===== config.mk =====
export PLATFORM = sky130hd
export DESIGN_NAME = power_mode_controller
export DESIGN_NICKNAME = d
export VERILOG_FILES = /design/src/pmc_pkg.sv /design/src/power_mode_controller.sv
export SDC_FILE = /design/constraint.sdc
export NUM_CORES = 1
export LEC_CHECK = 0
export BUFFER_PORTS_ARGS = -buffer_cell sky130_fd_sc_hd__buf_2
export CORE_MARGIN = 3
export CORE_UTILIZATION = 34
export CTS_CLUSTER_DIAMETER = 30
export CTS_CLUSTER_SIZE = 12
export DETAILED_ROUTE_END_ITERATION = 8
export PLACE_DENSITY_LB_ADDON = 0.15
export SYNTH_ARGS = -nofsm -noshare
export SYNTH_HDL_FRONTEND = slang
export SYNTH_SLANG_ARGS = --single-unit
export TNS_END_PERCENT = 100

===== constraint.sdc =====
create_clock -name clk_i -period 4.27 [get_ports clk_i]
set_input_delay 0.427 -clock clk_i [delete_from_list [all_inputs] [get_ports clk_i]]
set_output_delay 0.427 -clock clk_i [all_outputs]
set_load 0.02 [all_outputs]

===== src/pmc_pkg.sv =====
/*
 * Constants, field layouts and carrier types for the power-mode controller.
 * Assumes a 25 MHz system clock and a classic Wishbone register bus with 32-bit data.
 */
package pmc_pkg;

  // Register byte addresses
  localparam logic [7:0] ADDR_PWR_CTRL   = 8'h00;
  localparam logic [7:0] ADDR_PLL_CTRL   = 8'h04;
  localparam logic [7:0] ADDR_ANA_EN     = 8'h08;
  localparam logic [7:0] ADDR_STATUS     = 8'h0C;

  // Field positions in the power control register
  localparam int         PWR_IDLE_BIT    = 0;
  localparam int         PWR_PDOWN_BIT   = 1;
  localparam int         PWR_SER_BIT     = 2;
  localparam int         PWR_EXT_BIT     = 3;
  // Field position in the PLL control register
  localparam int         PLL_OSC_HALT_BIT = 0;
  // Status fields: mode in [1:0], power-on done in [2], wake causes in [7:4]
  localparam int         STS_POR_BIT     = 2;
  localparam int         STS_WAKE_LSB    = 4;

  // Reset values
  localparam logic [3:0] PWR_CTRL_RST    = 4'h0;
  localparam logic       PLL_CTRL_RST    = 1'b0;
  localparam logic [3:0] ANA_EN_RST      = 4'h0;
  localparam logic [3:0] WAKE_RST        = 4'h0;
  localparam logic [31:0] RDATA_RST      = 32'h0000_0000;

  // Pin synchroniser lanes and their reset levels (interrupt pin idles high)
  localparam int         NSYNC           = 3;
  localparam int         SYNC_SUPPLY     = 0;
  localparam int         SYNC_RSTPIN     = 1;
  localparam int         SYNC_EXTINT     = 2;
  localparam logic [2:0] SYNC_RST        = 3'h4;

  // Power-on delay
  localparam longint unsigned CLK_HZ       = 64'd25_000_000;
  localparam longint unsigned POR_DELAY_MS = 64'd128;
  localparam longint unsigned POR_CYCLES   = (POR_DELAY_MS * CLK_HZ + 64'd999) / 64'd1000;
  localparam int              POR_CNT_W    = 22;

  typedef enum logic [1:0] {
    MODE_RUN   = 2'b00,
    MODE_IDLE  = 2'b01,
    MODE_PDOWN = 2'b10
  } pmode_t;

  typedef struct packed {
    logic ext_int_zero_wake_enable;
    logic serial_wake_enable;
    logic pdown_req;
    logic idle_req;
  } pwr_ctrl_t;

  typedef struct packed {
    logic vref_en;
    logic dac1_en;
    logic dac0_en;
    logic adc_en;
  } ana_en_t;

  typedef struct packed {
    logic osc_en;
    logic pll_en;
    logic core_clk_en;
    logic periph_clk_en;
    logic interval_clk_en;
  } clk_gate_t;

  // Wake cause bits: interval counter, serial, external pin, idle interrupt
  typedef struct packed {
    logic idle_irq;
    logic ext_int;
    logic serial;
    logic interval;
  } wake_t;

endpackage : pmc_pkg


===== src/power_mode_controller.sv =====
/*
 * Power-mode and reset controller: idle and power-down modes, wake-up, pin and power-on reset,
 * analog enables, with the control and status registers reached over a classic Wishbone slave.
 * Assumes the core stalls on core_clk_en, keeps its state while stalled and services the
 * waking interrupt itself; async pins are synchronised here.
 */
// Implementation choices: the placing of the registers and the Wishbone register port.
//
// Behaviour
// Idle keeps oscillator, stops core clock.
// Idle keeps peripheral clock running.
// Idle keeps all core registers intact.
// Idle holds port and converter pins.
// Enabled interrupt or reset ends idle.
// Software selects idle or power-down.
// Power-down stops PLL and core clock.
// Oscillator halt bit stops oscillator in power-down.
// Interval counter keeps its clock in power-down; the code stops it too when the oscillator halt bit is set.
// Other peripherals shut down in power-down.
// Power-down holds ports, floats converter output.
// Reset pin ends power-down, resets registers.
// Power cycle resets, restarts after 128 ms.
// Interval counter interrupt ends power-down.
// Wake resumes after the power-down instruction.
// Serial interrupt wakes only when enabled.
// External pin zero wakes only when enabled.
// Pin zero stays high around entry.
// Supply below threshold holds reset, 128 ms delay.
// Software disables converters and reference individually.
// Wake clears idle and power-down requests.
`timescale 1ns/10ps

module power_mode_controller
  import pmc_pkg::*;
#(
  parameter logic [pmc_pkg::POR_CNT_W-1:0] POR_CYCLES_P = pmc_pkg::POR_CNT_W'(pmc_pkg::POR_CYCLES)
) (
  input  wire logic                clk_i,                  // 25 MHz system clock
  input  wire logic                rst_i,                  // Synchronous reset, active high
  input  wire logic                wb_cyc_i,               // Wishbone cycle
  input  wire logic                wb_stb_i,               // Wishbone strobe
  input  wire logic                wb_we_i,                // Wishbone write enable
  input  wire logic [7:0]          wb_adr_i,               // Wishbone byte address
  input  wire logic [3:0]          wb_sel_i,               // Wishbone byte selects
  input  wire logic [31:0]         wb_dat_i,               // Wishbone write data
  output logic      [31:0]         wb_dat_o,               // Wishbone read data
  output logic                     wb_ack_o,               // Wishbone acknowledge
  input  wire logic                supply_ok_i,            // Supply above reset threshold, async
  input  wire logic                reset_pin_i,            // Reset pin, active high, async
  input  wire logic                ext_int_zero_pin_n_i,   // External interrupt pin zero, active low, async
  input  wire logic                interval_counter_irq_i, // Interval counter interrupt request
  input  wire logic                serial_irq_i,           // Two- or four-wire serial interrupt request
  input  wire logic                enabled_irq_i,          // Any enabled interrupt pending at the core
  output pmc_pkg::clk_gate_t       clk_gate_o,             // Clock enables
  output pmc_pkg::ana_en_t         ana_en_o,               // Converter and reference enables
  output logic                     port_hold_o,            // Freeze port and converter pin states
  output logic                     dac_out_hiz_o,          // Float converter output
  output logic                     sys_rst_o,              // Chip reset to core and registers
  output pmc_pkg::pmode_t          mode_o                  // Current power mode
);

  import pmc_pkg::*;

  //////////////////////////////////////////////////////////////////////////////////////////////
  // Pin synchronisers

  logic [NSYNC-1:0] async_in;
  logic [NSYNC-1:0] sync_meta_q;
  logic [NSYNC-1:0] sync_q;

  assign async_in = {ext_int_zero_pin_n_i, reset_pin_i, supply_ok_i};

  for (genvar g = 0; g < NSYNC; g++) begin : g_sync
    always_ff @(posedge clk_i) begin
      if (rst_i) begin
        sync_meta_q[g] <= SYNC_RST[g];
        sync_q[g]      <= SYNC_RST[g];
      end else begin
        sync_meta_q[g] <= async_in[g];
        sync_q[g]      <= sync_meta_q[g];
      end
    end
  end

  logic supply_ok;
  logic rst_pin;
  logic ext_int_act;

  assign supply_ok   = sync_q[SYNC_SUPPLY];
  assign rst_pin     = sync_q[SYNC_RSTPIN];
  assign ext_int_act = ~sync_q[SYNC_EXTINT];

  //////////////////////////////////////////////////////////////////////////////////////////////
  // Power-on reset timer

  logic [POR_CNT_W-1:0] por_cnt_q;
  logic                 por_done_q;
  logic                 reg_rst;
  logic                 sys_rst_q;

  always_ff @(posedge clk_i) begin
    if (rst_i || !supply_ok) begin                               // see R19
      por_cnt_q  <= '0;
      por_done_q <= 1'b0;
    end else if (!por_done_q) begin
      if (por_cnt_q == POR_CYCLES_P - 1'b1) begin
        por_done_q <= 1'b1;
      end else begin
        por_cnt_q  <= por_cnt_q + 1'b1;
      end
    end
  end

  // Registers and mode return to defaults under pin or power-on reset
  assign reg_rst = rst_i || !por_done_q || rst_pin;              // see R12

  always_ff @(posedge clk_i) begin
    if (rst_i) begin
      sys_rst_q <= 1'b1;
    end else begin
      sys_rst_q <= reg_rst;                                      // see R12
    end
  end

  //////////////////////////////////////////////////////////////////////////////////////////////
  // Register file over Wishbone

  pwr_ctrl_t pwr_q;
  logic      osc_halt_in_powerdown_q;
  ana_en_t   ana_q;
  wake_t     wake_q;
  wake_t     wake_ev;
  pmode_t    mode_q;
  pmode_t    mode_d;
  logic      ack_q;
  logic      [31:0] rdata_q;
  logic      [31:0] rdata_d;
  logic      wr_en;
  logic      wake;

  assign wr_en = wb_cyc_i && wb_stb_i && wb_we_i && ack_q && wb_sel_i[0];

  always_comb begin
    rdata_d = RDATA_RST;
    unique case (wb_adr_i)
      ADDR_PWR_CTRL: rdata_d[3:0] = pwr_q;
      ADDR_PLL_CTRL: rdata_d[PLL_OSC_HALT_BIT] = osc_halt_in_powerdown_q;
      ADDR_ANA_EN:   rdata_d[3:0] = ana_q;
      ADDR_STATUS: begin
        rdata_d[1:0]                        = mode_q;
        rdata_d[STS_POR_BIT]                = por_done_q;
        rdata_d[STS_WAKE_LSB+3:STS_WAKE_LSB] = wake_q;
      end
      default:       rdata_d = RDATA_RST;
    endcase
  end

  always_ff @(posedge clk_i) begin
    if (rst_i) begin
      ack_q   <= 1'b0;
      rdata_q <= RDATA_RST;
    end else begin
      ack_q   <= wb_cyc_i && wb_stb_i && !ack_q;
      if (wb_cyc_i && wb_stb_i && !ack_q) begin
        rdata_q <= rdata_d;
      end
    end
  end

  assign wb_ack_o = ack_q;
  assign wb_dat_o = rdata_q;

  // Mode requests and wake enables; a wake clears the requests
  always_ff @(posedge clk_i) begin
    if (reg_rst) begin
      pwr_q <= PWR_CTRL_RST;
    end else if (wake) begin
      pwr_q.idle_req  <= 1'b0;
      pwr_q.pdown_req <= 1'b0;
    end else if (wr_en && wb_adr_i == ADDR_PWR_CTRL) begin
      pwr_q <= wb_dat_i[3:0];
    end
  end

  always_ff @(posedge clk_i) begin
    if (reg_rst) begin
      osc_halt_in_powerdown_q <= PLL_CTRL_RST;
    end else if (wr_en && wb_adr_i == ADDR_PLL_CTRL) begin
      osc_halt_in_powerdown_q <= wb_dat_i[PLL_OSC_HALT_BIT];
    end
  end

  always_ff @(posedge clk_i) begin
    if (reg_rst) begin
      ana_q <= ANA_EN_RST;
    end else if (wr_en && wb_adr_i == ADDR_ANA_EN) begin
      ana_q <= wb_dat_i[3:0];
    end
  end

  // Sticky wake causes, write one to clear; a new cause wins over the clear
  always_ff @(posedge clk_i) begin
    if (reg_rst) begin
      wake_q <= WAKE_RST;
    end else if (wr_en && wb_adr_i == ADDR_STATUS) begin
      wake_q <= (wake_q & ~wb_dat_i[STS_WAKE_LSB+3:STS_WAKE_LSB]) | wake_ev;
    end else begin
      wake_q <= wake_q | wake_ev;
    end
  end

  //////////////////////////////////////////////////////////////////////////////////////////////
  // Mode sequencer

  // Pin zero is trusted to stay high around entry, so it is sampled from the first cycle
  always_comb begin
    wake_ev          = WAKE_RST;
    wake_ev.interval = (mode_q == MODE_PDOWN) && interval_counter_irq_i;
    wake_ev.serial   = (mode_q == MODE_PDOWN) && serial_irq_i && pwr_q.serial_wake_enable;
    wake_ev.ext_int  = (mode_q == MODE_PDOWN) && ext_int_act
                       && pwr_q.ext_int_zero_wake_enable;                                   // see R17
    wake_ev.idle_irq = (mode_q == MODE_IDLE) && enabled_irq_i;
  end

  assign wake = |wake_ev;

  always_comb begin
    mode_d = mode_q;
    unique case (mode_q)
      MODE_RUN: begin
        if (pwr_q.pdown_req) begin
          mode_d = MODE_PDOWN;
        end else if (pwr_q.idle_req) begin
          mode_d = MODE_IDLE;
        end
      end
      MODE_IDLE: begin
        if (wake) begin
          mode_d = MODE_RUN;
        end
      end
      MODE_PDOWN: begin
        if (wake) begin
          mode_d = MODE_RUN;                                     // see R14, see R16
        end
      end
      default: mode_d = MODE_RUN;
    endcase
  end

  // Wake returns the mode to run, reopens the gated clocks and clears the mode requests; no reset, so the core resumes where it stalled
  always_ff @(posedge clk_i) begin
    if (reg_rst) begin
      mode_q <= MODE_RUN;
    end else begin
      mode_q <= mode_d;                                          // see R3
    end
  end

  //////////////////////////////////////////////////////////////////////////////////////////////
  // Clock gates and pin control

  logic in_idle;
  logic in_pdown;

  assign in_idle  = (mode_q == MODE_IDLE);
  assign in_pdown = (mode_q == MODE_PDOWN);

  always_comb begin
    clk_gate_o.osc_en          = !(in_pdown && osc_halt_in_powerdown_q);  // see R1
    clk_gate_o.pll_en          = !in_pdown;
    clk_gate_o.core_clk_en     = !in_idle && !in_pdown;                   // see R1
    clk_gate_o.periph_clk_en   = !in_pdown;                               // see R2
    clk_gate_o.interval_clk_en = !(in_pdown && osc_halt_in_powerdown_q);
  end

  assign ana_en_o      = in_pdown ? ANA_EN_RST : ana_q;          // see R10
  assign port_hold_o   = in_idle || in_pdown;                    // see R4
  assign dac_out_hiz_o = in_pdown;
  assign sys_rst_o     = sys_rst_q;
  assign mode_o        = mode_q;
endmodule : power_mode_controller


==> flow_metrics.env <==
export IMPL_status="finished, final reports clean"
export IMPL_die_area_sq_mm=0.00927
export IMPL_die_w_microns=96.3
export IMPL_synth_edff_count=0
export IMPL_yosysTopAreaCell="dfxtp_1"
export IMPL_reg2reg_from="por_cnt_q[6]"
export IMPL_r2r_end="por_cnt_q[16]"
export IMPL_antenna_found_initial=0
export IMPL_ys_flop_type="dfxtp_1"
export IMPL_hp_class="input port to flip-flop"
export IMPL_syn2layout_area_growth_pct=10.2
export IMPL_cts_sinks=54
export IMPL_place_congestion=0.800
export IMPL_fin_setup_tns_ps=0
export IMPL_fp_dieH_microns=96.3
export IMPL_crit_path_start_kind="flip-flop"
export IMPL_post_drt_wl_per_cell_microns=13.2
export IMPL_cts_repair_resized=0
export IMPL_post_cts_setup_buffers=0
export IMPL_root_buffer="clkbuf_8"
export IMPL_clk_path_buf_depth=2
export IMPL_synth_most_common_cell="dfxtp_1"
export IMPL_gr_usage_all_layers_pct=13.6
export IMPL_setup_violations=0
export IMPL_layout_cells_non_filler=466
export IMPL_initial_core_util_pct=35.5
export IMPL_power_uw=841
export IMPL_drtIter0Drc=176
export IMPL_grt_pass1_vias=1992
export IMPL_dp_hpwl_microns=4700
export IMPL_yosys_area_top_type_share_pct=39.0
export IMPL_num_vias=2297
export IMPL_synth_top_cells_by_area="dfxtp_1 (39%), buf_4 (7.0%), a21oi_1 (5.1%)"
export IMPL_wirelength_microns=6170
export IMPL_fillCellCount=841
export IMPL_min_period_ps=2140
export IMPL_drive_gt1_share_pct=19.5
export IMPL_hold_buffers=0
export IMPL_io_buffers=50
export IMPL_slew_violations=0
export IMPL_reg2reg_depth=4
export IMPL_dr_pass1_iters=4
export IMPL_grt_max_degree=19
export IMPL_vdd_ir_drop_max_v=0.000116
export IMPL_crit_fanout=11
export IMPL_skew_ps=6.29
export IMPL_worstMarginPinSlew_ps=1030
export IMPL_synth_cell_types=54
export IMPL_fin_nets=423
export IMPL_grt_pass1_wl_microns=9810
export IMPL_period_share_pct=50.1
export IMPL_cp_end_kind="flip-flop"
export IMPL_required_ps=4500
export IMPL_drv_cap=0
export IMPL_cts_max_level=2
export IMPL_clk_pin_slew_ps=100
export IMPL_cts_buffers=5
export IMPL_via_per_inst=4.93
export IMPL_synth_seq_area_share_pct=39.0
export IMPL_r2r_slack_ps=2130
export IMPL_cp_endpoint="por_cnt_q[16]"
export IMPL_p_leak_nw=1.10
export IMPL_async_flop_share_pct=0
export IMPL_slowest_stage="or4_1"
export IMPL_slew_limit_headroom_pct=31.1
export IMPL_syn_area_sq_mm=0.00277
export IMPL_postRouteAntennaNets=0
export IMPL_setup_worst_path_start="por_cnt_q[6]"
export IMPL_netlist_instances=325
export IMPL_hold_viol=0
export IMPL_criticalPathCategory="flip-flop to flip-flop"
export IMPL_crit_chain="nand4_1 -> or4_1 -> or3_1 -> a21oi_1"
export IMPL_rows=32
export IMPL_place_inst=459
export IMPL_clkLatencyLatePin_ps=310
export IMPL_core_area_sq_mm=0.00781
export IMPL_cts_tree="yes"
export IMPL_fmax_mhz=468
export IMPL_cp_slowest_stage_delay_ps=770
export IMPL_synth_common_cells="dfxtp_1 (54), a21oi_1 (28), buf_4 (26), nand2_1 (25), nor2_1 (16)"
export IMPL_rsz0062_at_grt="false"
export IMPL_io_pins=102
export IMPL_syn_area_per_cell_sq_um=8.53
export IMPL_yosysWarnings=0
export IMPL_critPathArrivalTime_ps=2370
export IMPL_power_density_mw_per_mm2=275
export IMPL_drc=0
export IMPL_overflow=0
export IMPL_n_antenna_cell=0
export IMPL_ys_ff_latch=54
[sequential cells by signal (all words and copies together), names as in the netlist]
name	cells
osc_halt_in_powerdown_q	1
rst_pin	1
mode_o	2
pwr_q	4
por_cnt_q	22
wb_dat_o	8
sync_q	1
wb_ack_o	1
supply_ok	1
sync_meta_q	3
wake_q	4
sys_rst_o	1
por_done_q	1
ana_q	4
[stage by stage]
| step | setup slack [ps] | area [sq um] | utilization [%] | hold slack [ps] |
|---|---|---|---|---|
| floorplan | 2160 | 2860 | - | 389 |
| global placement | 1990 | 2980 | 38.1 | 401 |
| detailed placement | 1990 | 2980 | 38.1 | 403 |
| CTS | 2090 | 3050 | 39.1 | 284 |
| global route | 1980 | 3050 | 39.1 | 291 |
| finish | 2130 | 3050 | 39.1 | 298 |
[worst max-delay path: cells and delay by family (launching register included)]
| family | cells | cell delay [ps] |
|---|---|---|
| DFF | 1 | 400 |
| and+or+nand+nor | 3 | 1520 |
| AOI/OAI and AO/OA | 1 | 130 |
[layout by cell type (no fill, tap or decap), types with 2 or more instances in the layout]
cell | netlist | final
a22oi_1 | 5 | 5
nand2b_1 | 9 | 9
nand4_1 | 8 | 8
nand4b_1 | 3 | 3
o211ai_1 | 2 | 2
mux2i_1 | 6 | 6
nor3_1 | 7 | 7
or4_1 | 7 | 7
buf_2 | 1 | 50
a21oi_1 | 28 | 28
nand3_1 | 13 | 13
or2_2 | 6 | 6
dfxtp_1 | 54 | 54
a311oi_1 | 4 | 4
xor2_1 | 2 | 2
mux2_2 | 2 | 2
nand2_1 | 25 | 25
or3_1 | 4 | 4
nor2_1 | 16 | 16
clkinv_2 | 0 | 2
a31oi_1 | 3 | 3
a22o_1 | 2 | 2
nand3b_1 | 3 | 3
o31ai_1 | 4 | 4
nor2b_1 | 11 | 11
ha_1 | 4 | 4
nor4_1 | 6 | 6
o21ai_0 | 15 | 15
xnor2_1 | 2 | 2
a211oi_1 | 2 | 2
clkbuf_8 | 0 | 5
conb_1 | 1 | 24
inv_1 | 10 | 10
and3_1 | 2 | 2
[worst min path at each step]
stage	startpoint	endpoint	slack (ps)	depth (start not counted)
after global routing	wb_dat_i[4]	wake_q[0]	290	2
after CTS	ext_int_zero_pin_n_i	sync_meta_q[2]	280	2
after detailed placement	sync_meta_q[2]	sync_q[2]	400	1
after floorplan	sync_meta_q[2]	sync_q[2]	390	1
final	ext_int_zero_pin_n_i	sync_meta_q[2]	300	2
after global placement	sync_meta_q[2]	sync_q[2]	400	1
[area by class of cell]
| cell class | instances | area [sq um] | area share [%] |
|---|---|---|---|
| Tap cell | 102 | 128 | 4.18 |
| Inverter | 10 | 37.5 | 1.23 |
| Multi-Input combinational cell | 243 | 1480 | 48.4 |
| Timing Repair Buffer | 50 | 250 | 8.19 |
| Clock inverter | 2 | 10.0 | 0.328 |
| Sequential cell | 54 | 1080 | 35.4 |
| Clock buffer | 5 | 68.8 | 2.25 |
[power breakdown]
group	internal, mW	switching, mW	leakage [nW]
Clock	0.111	0.168	0.0438
Combinational	0.0149	0.0394	0.618
Sequential	0.506	0.00117	0.436
[cell families (layout without fill, tap and decap cells)]
logic type / Yosys count / count (layout) / synth area share, %
and+or+nand+nor: 131 / 131 / 27.3
AOI/OAI and AO/OA: 71 / 71 / 16.0
DFF: 54 / 54 / 39.0
buffers and inverters: 51 / 67 / 10.7
muxes: 9 / 9 / 3.79
adders and majority gates: 4 / 4 / 1.81
xor gates and xnor gates: 4 / 4 / 1.26
other: 1 / 24 / 0.135
[layer usage]
metal	track usage (%)	vias to the layer above	wire, microns	share of wire [%]
li1	-	1198	-	-
met1	19.9	1050	3160	51
met2	19.6	43	2690	44
met3	2.89	6	234	3.8
met4	4.27	0	87	1.4
met5	0	-	0	0
Power figures use the tool's default switching activity.
